`src/verilog/flash_status_defines.vh`:
```
// Constants for the serial flash status/control register and command framing.
// Assumes inclusion by bare name from the design files; definitions only.
`ifndef FLASH_STATUS_DEFINES_VH
`define FLASH_STATUS_DEFINES_VH

// Status word field positions
`define ST_BUSY 0
`define ST_LATCH 1
`define ST_BP_LO 2
`define ST_BP_HI 6
`define ST_LOCK_LOWER 7
`define ST_LOCK_UPPER 8
`define ST_QUAD 9
`define ST_SEC_LOCK 10
`define ST_INVERT 14
`define ST_SUS 15

// Reset value of the stored bits and mask of the bits a status write may change
`define STATUS_RESET 16'h0000
`define STATUS_WR_MASK 16'h47fc

// Command codes
`define CMD_WR_LATCH_SET 8'h06
`define CMD_WR_LATCH_CLEAR 8'h04
`define CMD_READ_STATUS_LO 8'h05
`define CMD_READ_STATUS_HI 8'h35
`define CMD_STATUS_WRITE 8'h01
`define CMD_PAGE_PROGRAM 8'h02
`define CMD_SECTOR_ERASE 8'h20
`define CMD_BLOCK_ERASE_32 8'h52
`define CMD_BLOCK_ERASE_64 8'hd8
`define CMD_CHIP_ERASE_A 8'hc7
`define CMD_CHIP_ERASE_B 8'h60
`define CMD_SUSPEND 8'h75
`define CMD_RESUME 8'h7a
`define CMD_DEEP_DOWN 8'hb9
`define CMD_RELEASE_DOWN 8'hab

// Frame lengths in bytes
`define BYTES_OPCODE 8'h01
`define BYTES_ADDRESSED 8'h04
`define BYTES_PROGRAM_MIN 8'h05
`define BYTES_STATUS_LO 8'h02
`define BYTES_STATUS_HI 8'h03

// Timing: busy time of a program, erase or status write
`define CLK_MHZ 50
`define OP_TIME_US 100
`define OP_CYCLES (`OP_TIME_US * `CLK_MHZ)

// Read buffer shape
`define RD_BUF_WIDTH 8
`define RD_BUF_DEPTH 2

`endif

```
`src/verilog/serial_flash_status.v`:
```
// Status/control register and command framing of a serial flash, seen from the pins.
// Assumes pins asynchronous to clk (sampled twice); rst_b stands for power-up;
// protect_hit comes from array-side range decode on clk.
`timescale 1ns/1ps
`default_nettype none
`include "flash_status_defines.vh"

module serial_flash_status #(
  parameter OP_CYCLES = `OP_CYCLES
) (
  input wire clk,
  input wire rst_b,
  input wire cs_b,
  input wire sclk,
  input wire si,
  input wire wp_b,
  input wire protect_hit,
  output reg so,
  output reg so_oe,
  output reg [15:0] status_word,
  output reg [4:0] protect_range,
  output reg protect_invert,
  output reg quad_io_enable,
  output reg security_area_lock,
  output reg deep_power_down,
  output reg op_start,
  output reg [7:0] op_code,
  output reg [23:0] op_addr
);

  localparam PIN_CS = 0;
  localparam PIN_SCLK = 1;
  localparam PIN_SI = 2;
  localparam PIN_WP = 3;

  // Two-stage pin synchronisers plus one history stage for edges
  reg [3:0] pin_s1_reg;
  reg [3:0] pin_s2_reg;
  reg [1:0] pin_d_reg;
  wire sclk_rise = pin_s2_reg[PIN_SCLK] & ~pin_d_reg[1];
  wire sclk_fall = ~pin_s2_reg[PIN_SCLK] & pin_d_reg[1];
  wire cs_rise = pin_s2_reg[PIN_CS] & ~pin_d_reg[0];
  wire selected = ~pin_s2_reg[PIN_CS];

  reg [15:0] stored_reg;
  reg latch_reg;
  reg busy_reg;
  reg sus_reg;
  reg [15:0] timer_reg;
  reg [7:0] in_shift_reg;
  reg [2:0] bit_cnt_reg;
  reg [7:0] byte_cnt_reg;
  reg [7:0] cmd_reg;
  reg [7:0] wr_lo_reg;
  reg [7:0] wr_hi_reg;
  reg [23:0] addr_reg;
  reg read_active_reg;
  reg read_upper_reg;
  reg [7:0] out_shift_reg;
  reg [2:0] out_cnt_reg;

  wire busy_shown = busy_reg & ~sus_reg;
  wire [15:0] status_now;
  wire [1:0] lock_mode = {stored_reg[`ST_LOCK_UPPER], stored_reg[`ST_LOCK_LOWER]};
  // With quad mode on the pin is a data line, so it no longer protects
  wire wp_level = stored_reg[`ST_QUAD] | pin_s2_reg[PIN_WP];
  wire [7:0] byte_now = {in_shift_reg[6:0], pin_s2_reg[PIN_SI]};
  wire on_boundary = (bit_cnt_reg == 3'd0);
  wire status_write_ok;
  wire chip_erase_ok;
  wire [15:0] write_data;
  wire [15:0] status_next;
  wire buf_in_ready;
  wire buf_out_valid;
  wire [7:0] buf_out_data;
  wire buf_pop;
  wire buf_flush;

  assign status_now = {sus_reg, stored_reg[`ST_INVERT], 3'b000,
                       stored_reg[`ST_SEC_LOCK:`ST_BP_LO], latch_reg, busy_shown};

  // Lock modes 10 and 11 refuse every write; 01 follows the pin
  assign status_write_ok = latch_reg & ((lock_mode == 2'b00) |
                           ((lock_mode == 2'b01) & wp_level));

  assign chip_erase_ok = ((stored_reg[`ST_BP_LO+2:`ST_BP_LO] == 3'b000) &
                          ~stored_reg[`ST_INVERT]) |
                         ((stored_reg[`ST_BP_LO+2:`ST_BP_LO] == 3'b111) &
                          stored_reg[`ST_INVERT]);

  // A one-byte status write leaves the upper byte as it is
  assign write_data = {(byte_cnt_reg >= `BYTES_STATUS_HI) ? wr_hi_reg : stored_reg[15:8],
                       wr_lo_reg};
  assign status_next = ((stored_reg & ~`STATUS_WR_MASK) |
                        (write_data & `STATUS_WR_MASK)) |
                       (stored_reg & (16'h0001 << `ST_SEC_LOCK));

  // Snapshots may be up to two bytes old; the buffer trades freshness for no stall
  assign buf_pop = sclk_fall & selected & read_active_reg & (out_cnt_reg == 3'd0);
  assign buf_flush = ~selected;

  read_byte_buffer #(
    .WIDTH(`RD_BUF_WIDTH),
    .DEPTH(`RD_BUF_DEPTH),
    .PTR_W(1)
  ) u_read_buf (
    .clk(clk),
    .rst_b(rst_b),
    .flush(buf_flush),
    .in_valid(read_active_reg & selected),
    .in_ready(buf_in_ready),
    .in_data(read_upper_reg ? status_now[15:8] : status_now[7:0]),
    .out_valid(buf_out_valid),
    .out_ready(buf_pop),
    .out_data(buf_out_data)
  );

  always @(posedge clk or negedge rst_b) begin
    if (!rst_b) begin
      pin_s1_reg <= 4'b1011;
      pin_s2_reg <= 4'b1011;
      pin_d_reg <= 2'b11;
    end else begin
      pin_s1_reg <= {wp_b, si, sclk, cs_b};
      pin_s2_reg <= pin_s1_reg;
      pin_d_reg <= {pin_s2_reg[PIN_SCLK], pin_s2_reg[PIN_CS]};
    end
  end

  // Serial framing: bits in on rising clock, bytes counted from select
  always @(posedge clk or negedge rst_b) begin
    if (!rst_b) begin
      in_shift_reg <= 8'h00;
      bit_cnt_reg <= 3'd0;
      byte_cnt_reg <= 8'h00;
      cmd_reg <= 8'h00;
      wr_lo_reg <= 8'h00;
      wr_hi_reg <= 8'h00;
      addr_reg <= 24'h00_0000;
      read_active_reg <= 1'b0;
      read_upper_reg <= 1'b0;
    end else if (!selected) begin
      bit_cnt_reg <= 3'd0;
      byte_cnt_reg <= 8'h00;
      read_active_reg <= 1'b0;
    end else if (sclk_rise) begin
      in_shift_reg <= byte_now;
      bit_cnt_reg <= bit_cnt_reg + 3'd1;
      if (bit_cnt_reg == 3'd7) begin
        if (byte_cnt_reg != 8'hff) begin
          byte_cnt_reg <= byte_cnt_reg + 8'h01;
        end
        if (byte_cnt_reg == 8'h00) begin
          cmd_reg <= byte_now;
          if (!deep_power_down && (byte_now == `CMD_READ_STATUS_LO ||
              byte_now == `CMD_READ_STATUS_HI)) begin
            read_active_reg <= 1'b1;
            read_upper_reg <= (byte_now == `CMD_READ_STATUS_HI);
          end
        end
        if (byte_cnt_reg >= 8'h01 && byte_cnt_reg <= 8'h03) begin
          addr_reg <= {addr_reg[15:0], byte_now};
        end
        if (byte_cnt_reg == 8'h01) begin
          wr_lo_reg <= byte_now;
        end
        if (byte_cnt_reg == 8'h02) begin
          wr_hi_reg <= byte_now;
        end
      end
    end
  end

  // Output shifter: new byte on the fall after each byte boundary
  always @(posedge clk or negedge rst_b) begin
    if (!rst_b) begin
      out_shift_reg <= 8'h00;
      out_cnt_reg <= 3'd0;
      so <= 1'b0;
      so_oe <= 1'b0;
    end else if (!selected || !read_active_reg) begin
      out_cnt_reg <= 3'd0;
      so_oe <= 1'b0;
      so <= 1'b0;
    end else if (sclk_fall) begin
      so_oe <= 1'b1;
      if (out_cnt_reg == 3'd0) begin
        out_shift_reg <= buf_out_valid ? buf_out_data : 8'h00;
        so <= buf_out_valid ? buf_out_data[7] : 1'b0;
        out_cnt_reg <= 3'd7;
      end else begin
        out_shift_reg <= {out_shift_reg[6:0], 1'b0};
        so <= out_shift_reg[6];
        out_cnt_reg <= out_cnt_reg - 3'd1;
      end
    end
  end

  // Command execution on deselect, plus the busy timer
  always @(posedge clk or negedge rst_b) begin
    if (!rst_b) begin
      stored_reg <= `STATUS_RESET;
      latch_reg <= 1'b0;
      busy_reg <= 1'b0;
      sus_reg <= 1'b0;
      timer_reg <= 16'h0000;
      deep_power_down <= 1'b0;
      op_start <= 1'b0;
      op_code <= 8'h00;
      op_addr <= 24'h00_0000;
    end else begin
      op_start <= 1'b0;
      if (busy_reg && !sus_reg) begin
        if (timer_reg <= 16'h0001) begin
          busy_reg <= 1'b0;
          latch_reg <= 1'b0;
        end else begin
          timer_reg <= timer_reg - 16'h0001;
        end
      end
      if (cs_rise && byte_cnt_reg != 8'h00) begin
        if (deep_power_down) begin
          if (cmd_reg == `CMD_RELEASE_DOWN) begin
            deep_power_down <= 1'b0;
          end
        end else if (cmd_reg == `CMD_SUSPEND) begin
          if (busy_reg) begin
            sus_reg <= 1'b1;
          end
        end else if (cmd_reg == `CMD_RESUME) begin
          sus_reg <= 1'b0;
        end else if (on_boundary && !busy_reg) begin
          case (cmd_reg)
            `CMD_WR_LATCH_SET: begin
              if (byte_cnt_reg == `BYTES_OPCODE) begin
                latch_reg <= 1'b1;
              end
            end
            `CMD_WR_LATCH_CLEAR: begin
              if (byte_cnt_reg == `BYTES_OPCODE) begin
                latch_reg <= 1'b0;
              end
            end
            `CMD_STATUS_WRITE: begin
              if (status_write_ok && byte_cnt_reg >= `BYTES_STATUS_LO &&
                  byte_cnt_reg <= `BYTES_STATUS_HI) begin
                stored_reg <= status_next;
                busy_reg <= 1'b1;
                timer_reg <= OP_CYCLES[15:0];
              end
            end
            `CMD_PAGE_PROGRAM: begin
              if (latch_reg && !protect_hit && byte_cnt_reg >= `BYTES_PROGRAM_MIN) begin
                busy_reg <= 1'b1;
                timer_reg <= OP_CYCLES[15:0];
                op_start <= 1'b1;
                op_code <= cmd_reg;
                op_addr <= addr_reg;
              end
            end
            `CMD_SECTOR_ERASE, `CMD_BLOCK_ERASE_32, `CMD_BLOCK_ERASE_64: begin
              if (latch_reg && !protect_hit && byte_cnt_reg == `BYTES_ADDRESSED) begin
                busy_reg <= 1'b1;
                timer_reg <= OP_CYCLES[15:0];
                op_start <= 1'b1;
                op_code <= cmd_reg;
                op_addr <= addr_reg;
              end
            end
            `CMD_CHIP_ERASE_A, `CMD_CHIP_ERASE_B: begin
              if (latch_reg && chip_erase_ok && byte_cnt_reg == `BYTES_OPCODE) begin
                busy_reg <= 1'b1;
                timer_reg <= OP_CYCLES[15:0];
                op_start <= 1'b1;
                op_code <= cmd_reg;
                op_addr <= 24'h00_0000;
              end
            end
            `CMD_DEEP_DOWN: begin
              if (byte_cnt_reg == `BYTES_OPCODE) begin
                deep_power_down <= 1'b1;
              end
            end
            default: begin
              op_start <= 1'b0;
            end
          endcase
        end
      end
    end
  end

  // Registered views of the register for the array side and observers
  always @(posedge clk or negedge rst_b) begin
    if (!rst_b) begin
      status_word <= 16'h0000;
      protect_range <= 5'b00000;
      protect_invert <= 1'b0;
      quad_io_enable <= 1'b0;
      security_area_lock <= 1'b0;
    end else begin
      status_word <= status_now;
      protect_range <= stored_reg[`ST_BP_HI:`ST_BP_LO];
      protect_invert <= stored_reg[`ST_INVERT];
      quad_io_enable <= stored_reg[`ST_QUAD];
      security_area_lock <= stored_reg[`ST_SEC_LOCK];
    end
  end

endmodule

`default_nettype wire

```
`src/verilog/read_byte_buffer.v`:
```
// Small FIFO holding status bytes between the snapshot logic and the output shifter.
// Assumes a single clock; flush empties it in one cycle.
`timescale 1ns/1ps
`default_nettype none

module read_byte_buffer #(
  parameter WIDTH = 8,
  parameter DEPTH = 2,
  parameter PTR_W = 1
) (
  input wire clk,
  input wire rst_b,
  input wire flush,
  input wire in_valid,
  output wire in_ready,
  input wire [WIDTH-1:0] in_data,
  output wire out_valid,
  input wire out_ready,
  output wire [WIDTH-1:0] out_data
);

  reg [WIDTH-1:0] mem [0:DEPTH-1];
  reg [PTR_W-1:0] wr_ptr_reg;
  reg [PTR_W-1:0] rd_ptr_reg;
  reg [PTR_W:0] count_reg;
  wire push;
  wire pop;

  assign in_ready = (count_reg != DEPTH[PTR_W:0]);
  assign out_valid = (count_reg != {(PTR_W+1){1'b0}});
  assign out_data = mem[rd_ptr_reg];
  assign push = in_valid & in_ready;
  assign pop = out_valid & out_ready;

  always @(posedge clk) begin
    if (push) begin
      mem[wr_ptr_reg] <= in_data;
    end
  end

  always @(posedge clk or negedge rst_b) begin
    if (!rst_b) begin
      wr_ptr_reg <= {PTR_W{1'b0}};
      rd_ptr_reg <= {PTR_W{1'b0}};
      count_reg <= {(PTR_W+1){1'b0}};
    end else if (flush) begin
      wr_ptr_reg <= {PTR_W{1'b0}};
      rd_ptr_reg <= {PTR_W{1'b0}};
      count_reg <= {(PTR_W+1){1'b0}};
    end else begin
      if (push) begin
        wr_ptr_reg <= (wr_ptr_reg == DEPTH[PTR_W-1:0] - 1'b1) ? {PTR_W{1'b0}} :
                      wr_ptr_reg + 1'b1;
      end
      if (pop) begin
        rd_ptr_reg <= (rd_ptr_reg == DEPTH[PTR_W-1:0] - 1'b1) ? {PTR_W{1'b0}} :
                      rd_ptr_reg + 1'b1;
      end
      if (push && !pop) begin
        count_reg <= count_reg + 1'b1;
      end else if (pop && !push) begin
        count_reg <= count_reg - 1'b1;
      end
    end
  end

endmodule

`default_nettype wire

```
`config.mk`:
```
export PLATFORM = sky130hd
export DESIGN_NAME = serial_flash_status
export DESIGN_NICKNAME = d
export VERILOG_FILES = /design/src/verilog/serial_flash_status.v /design/src/verilog/read_byte_buffer.v
export VERILOG_INCLUDE_DIRS = /design/src /design/src/verilog
export SDC_FILE = /design/constraint.sdc
export NUM_CORES = 1
export LEC_CHECK = 0
export BUFFER_PORTS_ARGS = -buffer_cell sky130_fd_sc_hd__buf_2
export CAP_MARGIN = 20
export CORE_MARGIN = 10
export CORE_UTILIZATION = 59
export DETAILED_ROUTE_END_ITERATION = 8
export HOLD_SLACK_MARGIN = 0.1
export PLACE_DENSITY = 0.79
export SLEW_MARGIN = 20
export SYNTH_ARGS = -nofsm -noshare
export SYNTH_HDL_FRONTEND = slang
export SYNTH_HIERARCHICAL = 1
export SYNTH_SLANG_ARGS = --single-unit
```
`constraint.sdc`:
```
create_clock -name clk -period 3.19 [get_ports clk]
set_input_delay 0.319 -clock clk [delete_from_list [all_inputs] [get_ports clk]]
set_output_delay 0.319 -clock clk [all_outputs]
set_load 0.01 [all_outputs]
```
After elaboration in Yosys (flattened, before gate mapping)
Memories as Yosys holds them, arrays and structs flattened.
Index checks and enable logic that the tools add are counted.
W data, S select, Z words.

operators by class
  add/subtract/negate cells = 8
  order comparisons = 6
  equality and inequality tests = 27
  mux-type cells = 96
  bitwise gates (word level) = 29
  reductions and logical operators = 55

operators by type and width
  operator                 number
  $mux W16                 11
  $mux W24                 3
  $pmux W24 S3             1
  $mux W8                  8
  $pmux W16 S4             1
  $mux W1                  57
  $eq A8 B3 Y1 const B     4
  $eq A8 B7 Y1 const B     4
  $eq A8 B8 Y1 const B     4
  $pmux W8 S3              1
  $reduce_and A4 Y1        6
  $mux W7                  3
  $reduce_bool A2 Y1       10
  $eq A8 B1 Y1 const B     2
  $eq A8 B2 Y1 const B     2
  $eq A8 B6 Y1 const B     2
  $ge A8 B2 Y1 const B     2
  $le A16 B1 Y1 const B    1
  $or A16 B11 Y16          1
  $or A16 B15 Y16          1
  $sub A16 B1 Y16 const B  1
  $mux W3                  5
  $and A1 B1 Y1            14
  $logic_and A1 B1 Y1      14
  other kinds (33)         63

word-level totals
  register bits after elaboration = 183
  RAM bits = 16
  input port bits = 7
  output and inout bits = 60
  memories = 1

memory list
  memory          words  bits a word  read ports  clocked after Yosys merged registers in  wr ports  line                   source
  u_read_buf.mem  2      8            1           0                                        1         read_byte_buffer.v:22  reg [WIDTH-1:0] mem [0:DEPTH-1];

Depth between registers and ports, before layout
  word-level depth = 13
  mapped depth = 9

Hierarchy
Netlist, hierarchy kept.

by module, submodules not included
  module               instances  cells each  area each (um^2)  sequential area each (um^2)
  serial_flash_status  1          568         7026.7            4013.8
  read_byte_buffer     1          50          797.0             580.6

Worst setup path after synthesis
Ideal clock, no wire load.

  kind = reg-to-reg
  from = reg cmd_reg[7]
  to = reg with a tool-made name
  data arrival time = 2.350 ns
  required time = 3.063 ns
  path slack = 0.712 ns
  cell stages (with the launch flop) = 7
  period minus slack after synthesis = 2.478 ns
  path through = dfrtp_1 > buf_6 > or4_4 > or3_4 > or3_4 > a2111oi_4 > mux2_1

RTL lines
  what                    line                       source
  start, declared         serial_flash_status.v:53   reg [7:0] cmd_reg;
  start signal, assigned  serial_flash_status.v:154  cmd_reg <= byte_now;

Final worst setup path
  from = reg cmd_reg[1]
  to = reg op_addr[10]

between the ends
  cells in the longest elaborated chain, start to end = 4
  elaborated cells on any way between the ends = 18
  those cells by class = eq/ne: 11; mux: 1; bitwise: 2; reduce/logical: 4

RTL lines
  what                                                                 line                       source
  $eq A8 B6 Y1 (tied with other cells)                                 serial_flash_status.v:233  case (cmd_reg)
  $reduce_or A3 Y1 or $reduce_or A2 Y1 (tied branches)                 serial_flash_status.v:233
  $ne A2 B2 Y1 (no source line) or $reduce_bool A3 Y1 (tied branches)  --
  $reduce_and A9 Y1 (no source line)                                   --
  end signal, assigned                                                 serial_flash_status.v:258  op_addr <= addr_reg;
  end signal, assigned                                                 serial_flash_status.v:267  op_addr <= addr_reg;
  end, declared                                                        serial_flash_status.v:28   output reg [23:0] op_addr

Several ways; a longest one is shown, not always the timed one.
A chain may end at the register's enable or synchronous reset.

==> impl_metrics.env <==
export IMPL_synth_top_area_share=0.499
export IMPL_yosys_top_cells_count="156 x dfrtp_1, 68 x mux2_2, 40 x nor2_1"
export IMPL_crit_fanout=32
export IMPL_die_w_um=135
export IMPL_synth_distinct_cells=71
export IMPL_min_period_over_period=0.874
export IMPL_worst_setup_path_type="reg -> reg"
export IMPL_hold_ws_ns=0.349
export IMPL_rsz0062_at_grt="false"
export IMPL_htreeDepth=4
export IMPL_skew_ns=0.00784
export IMPL_io_buffers=63
export IMPL_diodes=0
export IMPL_p_leak_uw=0.00417
export IMPL_clock_sinks=180
export IMPL_synth_flop_cell="dfrtp_1"
export IMPL_detail_route_antenna_nets=0
export IMPL_setup_viol=0
export IMPL_report_final_slew_viol_count=0
export IMPL_tns_ns=0
export IMPL_numCtsBuffers=17
export IMPL_drc=0
export IMPL_syn2layout_area_growth_pct=14.0
export IMPL_grt_overflow_total=0
export IMPL_gr_usage_all_layers=0.187
export IMPL_die_area_mm2=0.0183
export IMPL_drv_cap=0
export IMPL_use_met1=0.242
export IMPL_busiest_layer="met2"
export IMPL_ys_ff_latch=180
export IMPL_reg2reg_setup_slack_ns=0.40
export IMPL_cts_repair_resized=0
export IMPL_worstSkewPairLatency_ns=0.42
export IMPL_drt_initial_drc_count=403
export IMPL_cp_data_required_time_ns=3.50
export IMPL_grt_pass1_vias=5317
export IMPL_yosysMostFrequentCell="dfrtp_1"
export IMPL_yosys_area_top_type="dfrtp_1"
export IMPL_end_kind="register"
export IMPL_worstHoldStart="pin_s1_reg[2]$_DFF_PN0_"
export IMPL_drive_gt1_frac=0.297
export IMPL_grt_use_met3=0.0419
export IMPL_reg2reg_depth=5
export IMPL_hold_class="reg -> reg"
export IMPL_grt_pass1_wl_mm=27.5
export IMPL_synth_area_leaders="dfrtp_1 50%, mux2_2 9.8%, edfxtp_1 6.1%, a22o_1 3.1%, dfstp_2 2.7%"
export IMPL_reg2reg_from="cmd_reg[1]$_DFFE_PN0P_"
export IMPL_power_density_mw_per_mm2=529
export IMPL_routed_via_density=5.98
export IMPL_clockBufferDepth=2
export IMPL_netlist_area_mm2=0.00782
export IMPL_boundaryPins=67
export IMPL_routed_wirelength_mm=16.3
export IMPL_post_cts_buffers=0
export IMPL_min_period_ns=2.79
export IMPL_worstHoldPathCells=0
export IMPL_path_clk_slew_ns=0.07
export IMPL_row_count=42
export IMPL_start_util=0.596
export IMPL_fmax_ghz=0.359
export IMPL_grt_start_max_net_pins=100
export IMPL_grt_use_met2=0.301
export IMPL_gp_congestion=0.847
export IMPL_crit_arrival_ns=3.10
export IMPL_tritoncts="built"
export IMPL_first_pass_iters=5
export IMPL_max_slew_margin=0.408
export IMPL_wl_per_cell_um=18.8
export IMPL_ys_seq_area_frac=0.587
export IMPL_antenna_found_initial=0
export IMPL_vias=5181
export IMPL_whs_endpoint="pin_s2_reg[2]$_DFF_PN0_"
export IMPL_ir_drop_mv=0.345
export IMPL_die_h_um=135
export IMPL_cts_root_buf="clkbuf_16"
export IMPL_syn_inst=618
export IMPL_synth_warnings=6
export IMPL_max_slew_worst_pin_slew_ns=0.888
export IMPL_start_kind="register"
export IMPL_run_status="finished, final reports clean"
export IMPL_hold_violations=0
export IMPL_core_mm2=0.0131
export IMPL_place_hpwl_mm=11.2
export IMPL_synth_edf_count=16
export IMPL_synthArstFlopShare=0.911
export IMPL_syn_avg_cell_area_um2=12.7
export IMPL_final_nets=697
export IMPL_timing_rr_end="op_addr[10]$_DFFE_PN0P_"
==> per-layer routing <==
metal / wire length (um) / share of wire / vias up
li1: - / - / 2372
met1: 7010 / 0.43 / 2621
met2: 8070 / 0.49 / 163
met3: 903 / 0.055 / 25
met4: 330 / 0.020 / 0
met5: 0 / 0 / -
==> area by class of cell <==
cell class                 count  area (um^2)
clock buffer                  20          467
clock inverter                11          148
fill                         956         4220
inverter                      15         56.3
multi-input combinational    384         2960
sequential                   180         4590
tap                          176          220
timing repair buffer          80          474
==> cells by family (layout without fill, tap and decap cells) <==
| family | count (synthesis) | after routing | share of synthesized area |
|---|---|---|---|
| DFF | 180 | 180 | 0.587 |
| and+or+nand+nor | 161 | 161 | 0.121 |
| AOI/OAI and AO/OA | 114 | 114 | 0.108 |
| muxes | 72 | 72 | 0.103 |
| buffers and inverters | 56 | 126 | 0.0365 |
| xor gates and xnor gates | 22 | 22 | 0.0246 |
| adders and majority gates | 12 | 12 | 0.0192 |
| other | 1 | 3 | 0.000479 |
==> worst max path at each step <==
| stage | start | slack [ns] | endpoint |
|---|---|---|---|
| 6_report | cmd_reg[1]$_DFFE_PN0P_ | 0.40 | op_addr[10]$_DFFE_PN0P_ |
| 5_1_grt | cmd_reg[1]$_DFFE_PN0P_ | 0.19 | op_addr[2]$_DFFE_PN0P_ |
| 4_1_cts | cmd_reg[1]$_DFFE_PN0P_ | 0.44 | op_addr[23]$_DFFE_PN0P_ |
| 3_5_place_dp | cmd_reg[1]$_DFFE_PN0P_ | 0.44 | op_addr[23]$_DFFE_PN0P_ |
| 3_3_place_gp | register | 0.50 | op_addr[3]$_DFFE_PN0P_ |
| 2_1_floorplan | cmd_reg[7]$_DFFE_PN0P_ | 0.71 | register |
==> layout by cell type, fill, tap and decap left out, types with 14 or more instances in the layout <==
master / synthesis / final
nand4_1: 14 / 14
o21ai_0: 19 / 19
buf_2: 9 / 62
nand2_1: 19 / 19
a21oi_1: 16 / 16
mux2_2: 68 / 68
xor2_1: 19 / 19
edfxtp_1: 16 / 16
dfrtp_1: 156 / 156
nor2_1: 40 / 40
inv_1: 14 / 14
a22o_1: 28 / 28
clkbuf_16: 0 / 17
==> repair_timing <==
item,CTS,global route
hold buffers,5,0
hold endpoints to repair,94,0
setup endpoints to repair,0,0
==> worst max-delay path, cell delays in order, from the launching register on <==
cell       delay (ns)
dfrtp_1          0.58
or3b_2           0.47
a2111oi_0        0.50
o211ai_1         0.30
a31o_2           0.49
a22o_1           0.32
==> through the flow <==
| stage | power [uW] | util | std cells | cell area, um^2 | worst slack (ns) |
|---|---|---|---|---|---|
| after detailed placement | 2610 | 0.628 | 830 | 8250 | 0.440 |
| after global placement | 2600 | 0.628 | 830 | 8250 | 0.503 |
| after global routing | 4880 | 0.679 | 866 | 8920 | 0.193 |
| final | 4710 | 0.679 | 866 | 8920 | 0.403 |
| after CTS | 4750 | 0.679 | 866 | 8920 | 0.435 |
| after floorplan | 2510 | - | 620 | 7830 | 0.712 |
==> power by group <==
group          switching (uW)  internal, uW  total [uW]
combinational            73.9          56.8         131
clock                     852          1300        2150
sequential               79.8          2360        2430
(Power assumes the default switching activity.)
